[config.mk]
export PLATFORM = sky130hd
export DESIGN_NAME = async_port
export DESIGN_NICKNAME = d
export VERILOG_FILES = /design/src/pkg/async_port_pkg.sv /design/src/design/async_port.sv
export SDC_FILE = /design/constraint.sdc
export NUM_CORES = 1
export LEC_CHECK = 0
export BUFFER_PORTS_ARGS = -buffer_cell sky130_fd_sc_hd__buf_2
export CORE_MARGIN = 2
export CORE_UTILIZATION = 35
export DETAILED_ROUTE_END_ITERATION = 7
export MAX_ROUTING_LAYER = met4
export PLACE_DENSITY = 0.61
export SLEW_MARGIN = 20
export SYNTH_ARGS = -nofsm -noshare
export SYNTH_HDL_FRONTEND = slang
export SYNTH_SLANG_ARGS = --single-unit
export TNS_END_PERCENT = 1
[constraint.sdc]
create_clock -name mclk_in -period 4.7 [get_ports mclk_in]
set_clock_uncertainty 0.15 [all_clocks]
set_input_delay 0.47 -clock mclk_in [delete_from_list [all_inputs] [get_ports mclk_in]]
set_output_delay 0.47 -clock mclk_in [all_outputs]
set_load 0.05 [all_outputs]
[src/pkg/async_port_pkg.sv]
// constants and types shared by the serial port control and status logic
package async_port_pkg;
  // register indexes; byte address is four times the index
  localparam logic [7:0] CTL_IDX = 8'h98;
  localparam logic [7:0] BUF_IDX = 8'h99;
  localparam logic [7:0] STAT_IDX = 8'ha0;
  localparam logic [7:0] MASK_IDX = 8'ha1;
  localparam logic [7:0] DIV_IDX = 8'ha2;
  // port_control field positions
  localparam int MODE_BIT = 7;
  localparam int RSVD_BIT = 6;
  localparam int CHK_BIT = 5;
  localparam int REN_BIT = 4;
  localparam int TX9_BIT = 3;
  localparam int RX9_BIT = 2;
  localparam int TDONE_BIT = 1;
  localparam int RDONE_BIT = 0;
  // reset values
  localparam logic [7:0] CTL_RST = 8'h40;
  localparam logic [7:0] BUF_RST = 8'h00;
  localparam logic [1:0] MASK_RST = 2'h0;
  localparam logic [15:0] DIV_RST = 16'h0021;
  localparam logic [2:0] LAST_DATA = 3'h7;
  // frame sequencer states, gray along start, data, ninth, stop
  typedef enum logic [2:0] {
    ST_IDLE = 3'h0,
    ST_START = 3'h1,
    ST_DATA = 3'h3,
    ST_NINTH = 3'h2,
    ST_STOP = 3'h6
  } line_state_t;
endpackage

[src/design/async_port.sv]
// asynchronous serial port with control, status, buffer and apb registers
//
// Register access over APB was chosen for this implementation.
`timescale 1ns/1ns
`default_nettype none
module async_port (
  input wire logic mclk_in,
  input wire logic sys_rst_in,
  input wire logic psel_in,
  input wire logic penable_in,
  input wire logic pwrite_in,
  input wire logic [9:0] paddr_in,
  input wire logic [31:0] pwdata_in,
  output logic [31:0] prdata_out,
  output logic pready_out,
  output logic pslverr_out,
  input wire logic rxd_in,
  output logic txd_out,
  output logic irq_out
);
  // sticky flag update: a hardware set beats a software write
  function automatic logic flag_next(input logic q, input logic set,
                                     input logic we, input logic wv);
    flag_next = set | (we ? wv : q);
  endfunction

  logic pready_q, pslverr_q, txd_q, irq_q;
  logic [31:0] prdata_q;
  logic mode_q, chk_en_q, ren_q, tx9_q, rx9_q, tdone_q, rdone_q;
  logic [1:0] stat_q, mask_q;
  logic [15:0] div_q, tx_cnt_q, rx_cnt_q;
  logic [7:0] tx_sh_q, rx_sh_q, rx_buf_q;
  logic [2:0] tx_bit_q, rx_bit_q;
  logic rx_m_q, rx_s_q, nin_q;
  async_port_pkg::line_state_t tx_st_q, rx_st_q;
  logic acc, wr, hit;
  logic [7:0] idx, ctl_rd;
  logic [31:0] rd_d;
  logic tx_tick, rx_tick, tx_set, rx_done, rx_qual, rx_acc;
  logic wr_ctl, wr_buf, wr_stat;

  // bus decode; a request completes on the edge that sees pready
  assign acc = psel_in & penable_in & pready_q;
  assign wr = acc & pwrite_in;
  assign idx = paddr_in[9:2];
  assign wr_ctl = wr && (idx == async_port_pkg::CTL_IDX);
  assign wr_buf = wr && (idx == async_port_pkg::BUF_IDX);
  assign wr_stat = wr && (idx == async_port_pkg::STAT_IDX);
  assign ctl_rd = {mode_q, 1'b1, chk_en_q, ren_q, tx9_q, rx9_q, tdone_q, rdone_q};

  // read mux
  always_comb begin
    hit = 1'b1;
    rd_d = 32'h0;
    if (idx == async_port_pkg::CTL_IDX) begin
      rd_d[7:0] = ctl_rd;
    end else if (idx == async_port_pkg::BUF_IDX) begin
      rd_d[7:0] = rx_buf_q;
    end else if (idx == async_port_pkg::STAT_IDX) begin
      rd_d[1:0] = stat_q;
    end else if (idx == async_port_pkg::MASK_IDX) begin
      rd_d[1:0] = mask_q;
    end else if (idx == async_port_pkg::DIV_IDX) begin
      rd_d[15:0] = div_q;
    end else begin
      hit = 1'b0;
    end
  end

  // one wait state: pready rises at the end of the first access cycle
  always_ff @(posedge mclk_in) begin
    if (sys_rst_in) begin
      pready_q <= 1'b0;
      pslverr_q <= 1'b0;
      prdata_q <= 32'h0;
    end else begin
      pready_q <= psel_in & penable_in & ~pready_q;
      if (psel_in & penable_in & ~pready_q) begin
        prdata_q <= pwrite_in ? 32'h0 : rd_d;
        pslverr_q <= ~hit;
      end
    end
  end

  // baud ticks: a bit lasts div+1 cycles
  assign tx_tick = (tx_cnt_q == 16'h0);
  assign rx_tick = (rx_cnt_q == 16'h0);
  // 8-bit frame done after the eighth data bit
  // 9-bit frame done as the stop bit starts
  assign tx_set = tx_tick && (((tx_st_q == async_port_pkg::ST_DATA) &&
                  (tx_bit_q == async_port_pkg::LAST_DATA) && !mode_q) ||
                  (tx_st_q == async_port_pkg::ST_NINTH));
  // byte received at the stop bit sample
  assign rx_done = ren_q && rx_tick && (rx_st_q == async_port_pkg::ST_STOP);
  // ninth data bit in 9-bit mode
  assign rx_qual = mode_q ? nin_q : rx_s_q;
  // frame check off ignores the qualifier
  // 8-bit check on needs stop bit 1
  // 9-bit check on needs ninth bit 1
  assign rx_acc = rx_done && (!chk_en_q || rx_qual);

  // control bits; frame length select is bit 7
  always_ff @(posedge mclk_in) begin
    if (sys_rst_in) begin
      mode_q <= async_port_pkg::CTL_RST[async_port_pkg::MODE_BIT];
      chk_en_q <= async_port_pkg::CTL_RST[async_port_pkg::CHK_BIT];
      ren_q <= async_port_pkg::CTL_RST[async_port_pkg::REN_BIT];
      tx9_q <= async_port_pkg::CTL_RST[async_port_pkg::TX9_BIT];
      rx9_q <= async_port_pkg::CTL_RST[async_port_pkg::RX9_BIT];
    end else begin
      if (wr_ctl) begin
        mode_q <= pwdata_in[async_port_pkg::MODE_BIT];
        chk_en_q <= pwdata_in[async_port_pkg::CHK_BIT];
        ren_q <= pwdata_in[async_port_pkg::REN_BIT];
        tx9_q <= pwdata_in[async_port_pkg::TX9_BIT];
      end
      // hardware load of the ninth receive bit wins over software
      if (rx_acc) begin
        rx9_q <= rx_qual;
      end else if (wr_ctl) begin
        rx9_q <= pwdata_in[async_port_pkg::RX9_BIT];
      end
    end
  end

  // done flags clear only by software write
  always_ff @(posedge mclk_in) begin
    if (sys_rst_in) begin
      tdone_q <= async_port_pkg::CTL_RST[async_port_pkg::TDONE_BIT];
      rdone_q <= async_port_pkg::CTL_RST[async_port_pkg::RDONE_BIT];
    end else begin
      tdone_q <= flag_next(tdone_q, tx_set, wr_ctl, pwdata_in[async_port_pkg::TDONE_BIT]);
      rdone_q <= flag_next(rdone_q, rx_acc, wr_ctl, pwdata_in[async_port_pkg::RDONE_BIT]);
    end
  end

  // interrupt status is write-one-to-clear, mask enables each source
  always_ff @(posedge mclk_in) begin
    if (sys_rst_in) begin
      stat_q <= 2'h0;
      mask_q <= async_port_pkg::MASK_RST;
      div_q <= async_port_pkg::DIV_RST;
    end else begin
      stat_q[1] <= flag_next(stat_q[1], tx_set, wr_stat, stat_q[1] & ~pwdata_in[1]);
      stat_q[0] <= flag_next(stat_q[0], rx_acc, wr_stat, stat_q[0] & ~pwdata_in[0]);
      if (wr && (idx == async_port_pkg::MASK_IDX)) begin
        mask_q <= pwdata_in[1:0];
      end
      if (wr && (idx == async_port_pkg::DIV_IDX)) begin
        div_q <= pwdata_in[15:0];
      end
    end
  end

  // transmit events reach the interrupt line
  // receive events reach the interrupt line
  always_ff @(posedge mclk_in) begin
    if (sys_rst_in) begin
      irq_q <= 1'b0;
    end else begin
      irq_q <= |(stat_q & mask_q);
    end
  end

  // transmit sequencer; a write while busy is dropped
  always_ff @(posedge mclk_in) begin
    if (sys_rst_in) begin
      tx_st_q <= async_port_pkg::ST_IDLE;
      txd_q <= 1'b1;
      tx_sh_q <= async_port_pkg::BUF_RST;
      tx_cnt_q <= 16'h0;
      tx_bit_q <= 3'h0;
    end else if (tx_st_q == async_port_pkg::ST_IDLE) begin
      if (wr_buf) begin
        tx_sh_q <= pwdata_in[7:0];
        txd_q <= 1'b0;
        tx_cnt_q <= div_q;
        tx_st_q <= async_port_pkg::ST_START;
      end
    end else if (!tx_tick) begin
      tx_cnt_q <= tx_cnt_q - 16'h1;
    end else begin
      tx_cnt_q <= div_q;
      case (tx_st_q)
        async_port_pkg::ST_START: begin
          txd_q <= tx_sh_q[0];
          tx_sh_q <= {1'b0, tx_sh_q[7:1]};
          tx_bit_q <= 3'h0;
          tx_st_q <= async_port_pkg::ST_DATA;
        end
        async_port_pkg::ST_DATA: begin
          if (tx_bit_q != async_port_pkg::LAST_DATA) begin
            txd_q <= tx_sh_q[0];
            tx_sh_q <= {1'b0, tx_sh_q[7:1]};
            tx_bit_q <= tx_bit_q + 3'h1;
          end else if (mode_q) begin
            // ninth bit from the live control bit
            txd_q <= tx9_q;
            tx_st_q <= async_port_pkg::ST_NINTH;
          end else begin
            txd_q <= 1'b1;
            tx_st_q <= async_port_pkg::ST_STOP;
          end
        end
        async_port_pkg::ST_NINTH: begin
          txd_q <= 1'b1;
          tx_st_q <= async_port_pkg::ST_STOP;
        end
        default: begin
          tx_st_q <= async_port_pkg::ST_IDLE;
        end
      endcase
    end
  end

  // two-stage synchroniser on the line input
  always_ff @(posedge mclk_in) begin
    if (sys_rst_in) begin
      rx_m_q <= 1'b1;
      rx_s_q <= 1'b1;
    end else begin
      rx_m_q <= rxd_in;
      rx_s_q <= rx_m_q;
    end
  end

  // receive sequencer, samples mid-bit; a glitchy start is dropped
  always_ff @(posedge mclk_in) begin
    if (sys_rst_in) begin
      rx_st_q <= async_port_pkg::ST_IDLE;
      rx_cnt_q <= 16'h0;
      rx_bit_q <= 3'h0;
      rx_sh_q <= 8'h0;
      nin_q <= 1'b0;
    end else if (!ren_q) begin
      rx_st_q <= async_port_pkg::ST_IDLE;
    end else if (rx_st_q == async_port_pkg::ST_IDLE) begin
      if (!rx_s_q) begin
        rx_cnt_q <= {1'b0, div_q[15:1]};
        rx_st_q <= async_port_pkg::ST_START;
      end
    end else if (!rx_tick) begin
      rx_cnt_q <= rx_cnt_q - 16'h1;
    end else begin
      rx_cnt_q <= div_q;
      case (rx_st_q)
        async_port_pkg::ST_START: begin
          rx_bit_q <= 3'h0;
          rx_st_q <= rx_s_q ? async_port_pkg::ST_IDLE : async_port_pkg::ST_DATA;
        end
        async_port_pkg::ST_DATA: begin
          rx_sh_q <= {rx_s_q, rx_sh_q[7:1]};
          rx_bit_q <= rx_bit_q + 3'h1;
          if (rx_bit_q == async_port_pkg::LAST_DATA) begin
            rx_st_q <= mode_q ? async_port_pkg::ST_NINTH : async_port_pkg::ST_STOP;
          end
        end
        async_port_pkg::ST_NINTH: begin
          nin_q <= rx_s_q;
          rx_st_q <= async_port_pkg::ST_STOP;
        end
        default: begin
          rx_st_q <= async_port_pkg::ST_IDLE;
        end
      endcase
    end
  end

  // receive latch only takes qualified frames
  always_ff @(posedge mclk_in) begin
    if (sys_rst_in) begin
      rx_buf_q <= async_port_pkg::BUF_RST;
    end else if (rx_acc) begin
      rx_buf_q <= rx_sh_q;
    end
  end

  assign prdata_out = prdata_q;
  assign pready_out = pready_q;
  assign pslverr_out = pslverr_q;
  assign txd_out = txd_q;
  assign irq_out = irq_q;

  // checks
  chk_off_a: assert property (@(posedge mclk_in) disable iff (sys_rst_in)
    rx_done && !chk_en_q |=> rdone_q) else $error("frame check off lost a frame");
  stop_check_a: assert property (@(posedge mclk_in) disable iff (sys_rst_in)
    rx_done && chk_en_q && !mode_q && !rx_s_q |=> !$rose(rdone_q))
    else $error("bad stop bit raised receive done");
  ninth_check_a: assert property (@(posedge mclk_in) disable iff (sys_rst_in)
    rx_done && chk_en_q && mode_q && !nin_q |=> !$rose(rdone_q))
    else $error("ninth bit 0 raised receive done");
  ren_off_a: assert property (@(posedge mclk_in) disable iff (sys_rst_in)
    !ren_q |=> rx_st_q == async_port_pkg::ST_IDLE) else $error("receiver ran while off");
  tx9_out_a: assert property (@(posedge mclk_in) disable iff (sys_rst_in)
    tx_st_q == async_port_pkg::ST_NINTH && tx_cnt_q == div_q |-> txd_q == tx9_q)
    else $error("ninth bit mismatch");
  rx9_load_a: assert property (@(posedge mclk_in) disable iff (sys_rst_in)
    rx_acc |=> rx9_q == $past(rx_qual)) else $error("ninth rx bit not loaded");
  tdone_set_a: assert property (@(posedge mclk_in) disable iff (sys_rst_in)
    $changed(tx_st_q) && tx_st_q == async_port_pkg::ST_STOP |-> tdone_q && txd_q)
    else $error("transmit done missing at stop bit");
  irq_path_a: assert property (@(posedge mclk_in) disable iff (sys_rst_in)
    tx_set && mask_q[1] |=> ##1 irq_out) else $error("interrupt not raised");
  flag_hold_a: assert property (@(posedge mclk_in) disable iff (sys_rst_in)
    rdone_q && !wr_ctl |=> rdone_q) else $error("receive done cleared by hardware");
  start_bit_a: assert property (@(posedge mclk_in) disable iff (sys_rst_in)
    wr_buf && tx_st_q == async_port_pkg::ST_IDLE |=> !txd_out [*2])
    else $error("no start bit after write");
  buf_read_a: assert property (@(posedge mclk_in) disable iff (sys_rst_in)
    psel_in && penable_in && !pready_q && !pwrite_in && idx == async_port_pkg::BUF_IDX
    |=> prdata_out[7:0] == $past(rx_buf_q)) else $error("buffer read not latch");
  nine_rx_c: cover property (@(posedge mclk_in) rx_acc && mode_q);
  eight_tx_c: cover property (@(posedge mclk_in) tx_set && !mode_q);
  reject_c: cover property (@(posedge mclk_in) rx_done && !rx_acc);
  irq_c: cover property (@(posedge mclk_in) $rose(irq_out));
endmodule // async_port
`default_nettype wire

==> results of run 1 <==
-- layer usage --
metal,share of wire [%],global-route usage (%),vias to the layer above
met5,0,-,-
li1,-,-,2740
met4,1.1,5.38,0
met1,49,26.7,2622
met2,45,28.9,156
met3,5.2,4.12,14
-- layout by cell type, fill, tap and decap left out, drive strengths merged, types with 8 or more instances in the layout --
| cell | count |
|---|---|
| inv | 8 |
| buf | 58 |
| nor4 | 10 |
| a21oi | 62 |
| nor3 | 22 |
| mux2i | 22 |
| conb | 16 |
| nor2 | 78 |
| or3 | 8 |
| dfxtp | 118 |
| a311oi | 14 |
| a22oi | 13 |
| o21ai | 25 |
| nand3 | 17 |
| ha | 8 |
| clkbuf | 25 |
| a211oi | 10 |
| a31oi | 9 |
| nand2 | 127 |
-- worst max-delay path, cell delays in order, from the launching register on --
cell and delay [ps]:
dfxtp_1 310, inv_1 140, ha_1 160, or4b_2 660
or4_4 590, a2111oi_4 850, nor2_1 120, a311oi_2 280
-- worst paths after layout --
kind	start	slack, ps	end	depth (start not counted)
max reg2reg	tx_cnt_q[0]	1340	tx_sh_q[6]	7
min	rxd_in	80	rx_m_q	2
max	tx_cnt_q[0]	1340	tx_sh_q[6]	7
min reg2reg	rx_m_q	270	rx_s_q	1
-- logic make-up after synthesis --
kind of cell    Yosys count  share of synthesized area (%)
mux                      24                           4.03
compound gates          191                           21.8
other cells               1                         0.0623
flops                   118                           39.3
xor+xnor                  9                           1.31
fa+ha+maj                 8                           1.66
buf+inv                  76                           6.01
simple gates            326                           25.9
-- flip-flops by register name, indices dropped and copies added, names as in the netlist, 2 cells and up --
name        count
rx_sh_q         8
rx_st_q         3
tx_st_q         3
prdata_out     16
stat_q          2
rx_bit_q        3
rx_cnt_q       16
tx_bit_q        3
div_q          16
mask_q          2
tx_sh_q         8
tx_cnt_q       16
rx_buf_q        8
-- Yosys cell counts, drive strengths merged, types with 6 or more instances --
cell type | n | share of area (%)
nand2 | 127 | 7.9
dfxtp | 118 | 39
nor2 | 78 | 4.9
a21oi | 62 | 5.2
clkbuf | 47 | 2.9
o21ai | 25 | 2.1
mux2i | 22 | 3.7
nor3 | 22 | 1.8
buf | 21 | 2.6
nand3 | 17 | 1.4
a311oi | 14 | 2.3
a22oi | 13 | 1.6
a211oi | 10 | 1.2
nor4 | 10 | 1.2
a31oi | 9 | 0.94
ha | 8 | 1.7
inv | 8 | 0.50
or3 | 8 | 0.83
a2111oi | 7 | 1.3
and3 | 7 | 0.73
nand4 | 7 | 0.73
o211ai | 7 | 0.87
nand3b | 6 | 0.75
nor3b | 6 | 0.75
o2bb2ai | 6 | 0.87
or4 | 6 | 0.81
-- cell type report --
cell class	count	area, um2	area share (%)
Clock buffer	25	485	7.06
Multi-Input combinational cell	574	3360	48.9
Clock inverter	7	47.5	0.691
Sequential cell	118	2360	34.3
Tap cell	220	275	4.00
Inverter	8	30.0	0.436
Timing Repair Buffer	58	315	4.58
-- power breakdown --
group	internal (mW)	switching, mW	total (mW)
combinational	0.413	0.838	1.25
sequential	1.09	0.0845	1.18
clock	0.713	0.464	1.18
total	2.22	1.39	3.60
==> impl_metrics.tcl, run 1 <==
set metrics [dict create \
    crit_path_end_kind "flop" \
    drtIter0Drc 497 \
    syn_area_per_cell_um2 7.99 \
    synth_edf_count 0 \
    yosys_warnings 0 \
    grt_antenna_before_repair 0 \
    fin_ws_ps 1340 \
    drv_cap 0 \
    cts_sinks 118 \
    placed_cell_area_mm2 0.00635 \
    final_layout_size_suffix_gt1_share_pct 13.4 \
    nNetsFinal 833 \
    drv_slew 0 \
    power.total_mw 3.60 \
    die_area_mm2 0.0183 \
    gp_congestion 0.793 \
    wire_per_inst_um 16.3 \
    firstDrtPassIters 5 \
    instances_no_fill 1010 \
    hold_class "in -> reg" \
    clock_latency_ps 420 \
    htreeDepth 4 \
    num_io_pins 84 \
    path_clk_slew_ps 50 \
    tightestPinTransition_ps 1040 \
    grt_pass1_wl_um 27100 \
    rsz0062_at_grt "false" \
    vias 5532 \
    synth_seq_cells 118 \
    place_hpwl_um 11000 \
    ir_drop_mv 0.332 \
    numCtsBuffers 17 \
    start_util_pct 36.0 \
    grt_use_total_pct 19.4 \
    antennaDiodeCount 0 \
    synth_cell_types 67 \
    nFillCells 1744 \
    fp.dieH_um 135 \
    post-route-util_pct 41.2 \
    cts_resized 0 \
    fin_setup_tns_ps 0 \
    drc 0 \
    fmax_ghz 0.297 \
    worstPathArrival_ps 3540 \
    wl_um 16500 \
    cts_buffer_depth 2 \
    cts_tree "built" \
    finalCritPeriodShare_pct 71.5 \
    critPathKind "reg -> reg" \
    core_area_mm2 0.0167 \
    rows 47 \
    status "finished, final reports clean" \
    dieWidth_um 135 \
    area_growth_pct 14.3 \
    antenna_left 0 \
    final_cell_area_mm2 0.00688 \
    critical_path.max_fanout 15 \
    setup-violations-final 0 \
    synth_cells 753 \
    p_leak_nw 2.51 \
    place_ws_ps 1400 \
    via_per_inst 5.48 \
    start_kind "flop" \
    cts-root-buf "clkbuf_16" \
    grt-ovfl-total 0 \
    period_minus_slack_ps 3360 \
    ys.flop_type "dfxtp_1" \
    portBuffers 49 \
    ctsHoldBuffers 0 \
    power_density_mw_per_mm2 524 \
    synthesis.area_mm2 0.00602 \
    grt_pass1_vias 5111 \
    yosysSeqAreaShare_pct 39.3 \
    timing.hold.ws_ps 83.7 \
    crit_required_ps 4880 \
    hold_violations 0 \
    post_cts_buffers 0 \
    async_flop_share_pct 0 \
    placed_cells 978 \
    grt_max_degree 80 \
    relSlewSlack_pct 30.6 \
]
Power figures use the tool's default switching activity.
==> run 2, diff against run 1 <==
--- a/config.mk
+++ b/config.mk
@@ -10,7 +10,7 @@
 export CORE_UTILIZATION = 35
 export DETAILED_ROUTE_END_ITERATION = 7
 export MAX_ROUTING_LAYER = met4
-export PLACE_DENSITY = 0.61
+export PLACE_DENSITY = 0.63
 export SLEW_MARGIN = 20
 export SYNTH_ARGS = -nofsm -noshare
 export SYNTH_HDL_FRONTEND = slang
==> constraint.sdc (replaced) <==
create_clock -name mclk_in -period 2.97 [get_ports mclk_in]
set_clock_uncertainty 0.15 [all_clocks]
set_input_delay 0.297 -clock mclk_in [delete_from_list [all_inputs] [get_ports mclk_in]]
set_output_delay 0.297 -clock mclk_in [all_outputs]
set_load 0.05 [all_outputs]
==> run 2 against run 1 <==
  * Cell area is 4.0% higher
  * Critical endpoint unchanged
  * Non-clock buffer count is 35 higher
  * Die area stayed put
  * Worst hold slack worse by 67 ps
  * First-iteration DRC count is 24% lower
  * Power is 65% higher
  * Count of clock-buffer cells in the layout is 2 lower
==> impl_metrics.tcl, run 2 (synthesis gave the netlist of run 1 again) <==
set metrics [dict create \
    start_util_pct 36.0 \
    start_kind "flop" \
    ir_drop_mv 0.608 \
    grt_antenna_before_repair 0 \
    cp_num_buf_inv 3 \
    grt_max_degree 64 \
    core_area_mm2 0.0167 \
    relSlewSlack_pct 54.4 \
    fmax_ghz 0.353 \
    r2r_setup_slack_ps 140 \
    path_delay_family "simple AND/OR/NAND/NOR gates" \
    nFillCells 1749 \
    portBuffers 49 \
    wl_um 16400 \
    vias 5627 \
    final_layout_size_suffix_gt1_share_pct 15.7 \
    finalCritPeriodShare_pct 95.2 \
    area_growth_pct 18.9 \
    tightestPinTransition_ps 675 \
    numCtsBuffers 17 \
    critical_path.max_fanout 7 \
    placed_cell_area_mm2 0.00650 \
    p_leak_nw 2.67 \
    drtIter0Drc 376 \
    drc 0 \
    fin_setup_tns_ps 0 \
    firstDrtPassIters 5 \
    critPathKind "reg -> reg" \
    grt_pass1_wl_um 26800 \
    wire_per_inst_um 15.8 \
    die_area_mm2 0.0183 \
    slowest_delay_ps 650 \
    final_cell_area_mm2 0.00716 \
    grt_pass1_vias 5221 \
    antenna_left 0 \
    rows 47 \
    post-route-util_pct 42.9 \
    cts-root-buf "clkbuf_16" \
    place_hpwl_um 11300 \
    path_clk_slew_ps 60 \
    drv_slew 0 \
    drv_cap 0 \
    clock_latency_ps 410 \
    rsz0062_at_grt "false" \
    hold_class "in -> reg" \
    crit_required_ps 3090 \
    antennaDiodeCount 0 \
    cts_buffer_depth 2 \
    r2r_cells 8 \
    worstPathArrival_ps 2950 \
    setup-violations-final 0 \
    mostFrequentLayoutCells "127 x nand2_1, 118 x dfxtp_1, 78 x nor2_1" \
    worst_path_most_repeated_cell "buf_4" \
    path_cells "inv_1, ha_1, or4b_2, or4_4, a2111oi_4, buf_4, buf_4, a311oi_2" \
    nNetsFinal 868 \
    num_io_pins 84 \
    crit_slowest_cell "or4b_2" \
    fp.dieH_um 135 \
    hold_end "div_q[7]" \
    status "finished, final reports clean" \
    cts_tree "built" \
    htreeDepth 4 \
    hold_start "pwdata_in[7]" \
    hold_violations 0 \
    r2r_end "tx_sh_q[6]" \
    period_minus_slack_ps 2830 \
    crit_path_end_kind "flop" \
    power_density_mw_per_mm2 829 \
    gp_congestion 0.843 \
    final_common_cell "nand2_1" \
    dieWidth_um 135 \
    hold_depth 3 \
    via_per_inst 5.39 \
    cts_sinks 118 \
    grt_use_total_pct 19.0 \
    grt-ovfl-total 0 \
    timing.rr.start "tx_cnt_q[1]" \
]
run 2: worst max-delay path by stage:
stage	endpoint	start	cells past startpoint	slack, ps
global route	tx_sh_q[0]	tx_cnt_q[1]	8	10
detailed placement	tx_sh_q[6]	tx_cnt_q[1]	8	90
floorplan	tx_sh_q[4]	tx_cnt_q[0]	9	40
finish	tx_sh_q[6]	tx_cnt_q[1]	8	140
CTS	tx_sh_q[4]	tx_cnt_q[1]	8	70
global placement	tx_sh_q[5]	tx_cnt_q[1]	8	110
run 2: layout make-up:
class	count	area, um2	area share [%]
multi-input combinational	574	3360	46.9
sequential	118	2360	33.0
timing repair buffer	93	609	8.51
clock buffer	23	468	6.54
tap	220	275	3.85
clock inverter	8	52.6	0.734
inverter	8	30.0	0.420
run 2: worst min-delay path, stage by stage:
cell and delay, ps:
buf_2 120, nand2_1 60, a21oi_1 50
run 2: metrics by stage:
step	hold WS [ps]	power (mW)	cells	setup slack [ps]
after floorplan	239	3.45	768	40.7
after global placement	244	4.06	999	109
after detailed placement	247	4.07	999	88.1
after CTS	0.0108	5.90	1041	72.7
after global routing	28.0	6.33	1044	11.2
final	16.8	5.93	1044	141
run 2: per-layer routing:
| metal | GRT usage [%] | part of all wire [%] | vias to the layer above |
|---|---|---|---|
| li1 | - | - | 2812 |
| met1 | 25.8 | 48 | 2653 |
| met2 | 28.7 | 46 | 144 |
| met3 | 4.41 | 5.6 | 18 |
| met4 | 4.92 | 1.1 | 0 |
| met5 | - | 0 | - |
run 2: power by group:
group / switching [mW] / internal (mW)
Combinational: 1.36 / 0.891
Clock: 0.717 / 1.10
Sequential: 0.136 / 1.73
run 2: timing repair:
item,CTS,global route
buffers inserted,0,2
endpoints found under the setup margin,0,6
hold buffers,11,0
gates resized for setup,0,3
hold endpoints to repair,11,0
==> run 3, diff against run 2 <==
--- a/config.mk
+++ b/config.mk
@@ -6,7 +6,7 @@
 export NUM_CORES = 1
 export LEC_CHECK = 0
 export BUFFER_PORTS_ARGS = -buffer_cell sky130_fd_sc_hd__buf_2
-export CORE_MARGIN = 2
+export CORE_MARGIN = 1
 export CORE_UTILIZATION = 35
 export DETAILED_ROUTE_END_ITERATION = 7
 export MAX_ROUTING_LAYER = met4
==> run 3 against run 2 <==
  * Fmax up 2.3%
  * Non-clock buffer count down 2
  * Via count decreased by 0.25%
  * Register-to-register slack better by 60 ps
  * Power up 6.0%
  * Sequential share of layout area fell by 0.45 points
  * Cell count about the same
  * Largest cell class unchanged
  * Largest power group unchanged
  * Highest routed layer unchanged
==> impl_metrics.tcl, run 3 (synthesis gave the netlist of run 1 again) <==
set metrics [dict create \
    status "finished, final reports clean" \
    final_layout_size_suffix_gt1_share_pct 15.8 \
    firstDrtPassIters 5 \
    ir_drop_mv 0.626 \
    tightestPinTransition_ps 665 \
    drt-met1-wl_um 8070 \
    htreeDepth 4 \
    drc 0 \
    r2r_cells 7 \
    setup-violations-final 0 \
    drv_cap 0 \
    instances_no_fill 1043 \
    critical_path.max_fanout 8 \
    die_area_mm2 0.0177 \
    fp.dieH_um 133 \
    antennaDiodeCount 0 \
    cts_tree "built" \
    critPathKind "reg -> reg" \
    fmax_ghz 0.362 \
    grt_pass1_wl_um 26800 \
    nNetsFinal 866 \
    final_cell_area_mm2 0.00726 \
    crit_slowest_cell "or4_4" \
    cts-root-buf "clkbuf_16" \
    grt_use_total_pct 19.7 \
    area_growth_pct 20.6 \
    power_density_mw_per_mm2 867 \
    via_per_inst 5.38 \
    path_clk_slew_ps 60 \
    drv_slew 0 \
    finalCritPeriodShare_pct 93.1 \
    numCtsBuffers 17 \
    cts_sinks 118 \
    cp.depth 7 \
    crit_path_end_kind "flop" \
    core_area_mm2 0.0167 \
    period_minus_slack_ps 2770 \
    gp_congestion 0.824 \
    mostFrequentLayoutCells "127 x nand2_1, 118 x dfxtp_1, 78 x nor2_1" \
    clock_latency_ps 420 \
    rsz0062_at_grt "false" \
    final_common_cell "nand2_1" \
    cp_num_buf_inv 1 \
    relSlewSlack_pct 55.5 \
    path_delay_family "simple AND/OR/NAND/NOR gates" \
    wire_per_inst_um 15.9 \
    grt_pass1_vias 5064 \
    crit_required_ps 3120 \
    wl_met2_um 7510 \
    path_cells "inv_1, ha_1, or4b_4, or4_4, mux2_2, o21a_1, or3_1" \
    worstPathArrival_ps 2910 \
    slowest_delay_ps 630 \
    fin_setup_tns_ps 0 \
    grt_max_degree 52 \
    p_leak_nw 2.71 \
    hold_violations 0 \
    wl_met3_um 786 \
    portBuffers 49 \
    top_layer_used "met4" \
    placed_cell_area_mm2 0.00650 \
    drtIter0Drc 449 \
    start_util_pct 36.0 \
    post-route-util_pct 43.4 \
    timing.hold.ws_ps 17.2 \
    cts_buffer_depth 2 \
    dieWidth_um 133 \
    place_hpwl_um 11200 \
    hold_depth 3 \
    grt_antenna_before_repair 0 \
    rows 47 \
    num_io_pins 84 \
    hold_class "in -> reg" \
    wl_um 16600 \
    grt-ovfl-total 0 \
    start_kind "flop" \
    vias 5613 \
    placed_cells 997 \
    antenna_left 0 \
]
==> run 3: cell count changes in the layout (fill, tap and decap cells not counted), sizes merged <==
| cell | previous run | this run |
|---|---|---|
| inv | 8 | 10 |
| clkinv | 6 | 2 |
| clkbuf | 23 | 22 |
| buf | 82 | 80 |
| clkinvlp | 2 | 3 |
| bufinv | 0 | 3 |
==> run 3: worst min-delay path, cell delays in order <==
cell and delay [ps]:
buf_2 130, nand2_1 60, a21oi_1 50
==> run 3: report_power, final <==
group	leakage [nW]	total (mW)	switching (mW)	internal, mW
Clock	0.293	2.15	0.757	1.39
Combinational	1.46	2.28	1.35	0.921
Sequential	0.952	1.87	0.138	1.73
==> run 3: area by class of cell <==
class / instances / area [um2]
fill: 1692 / 9450
multi-input combinational: 574 / 3360
sequential: 118 / 2360
timing repair buffer: 91 / 607
clock buffer: 22 / 474
tap: 220 / 275
clock inverter: 10 / 144
inverter: 8 / 30.0
==> run 3: per-layer routing <==
metal  track usage [%]  vias up
li1                  -     2814
met1              26.7     2642
met2              29.3      139
met3              4.49       18
met4              5.68        0
met5                 -        -
==> run 3: final timing paths <==
check | end | slack (ps) | start
setup / recovery | txd_out | 200 | tx_cnt_q[1]
hold / removal | div_q[1] | 20 | pwdata_in[1]
setup reg to reg | txd_out | 200 | tx_cnt_q[1]
hold reg to reg | rx_s_q | 270 | rx_m_q
==> run 3: what timing repair did <==
action                     in CTS  in global routing
resized for setup               0                  4
setup endpoints to repair       0                  7
hold buffers                   11                  0
buffers inserted                0                  2
hold endpoints to repair       11                  0
==> run 3: per-stage QoR <==
step,power [mW],worst slack (ps)
after global routing,6.65,112
after floorplan,3.45,40.7
after global placement,4.06,147
after detailed placement,4.07,67.7
after CTS,6.24,68.2
final,6.29,205
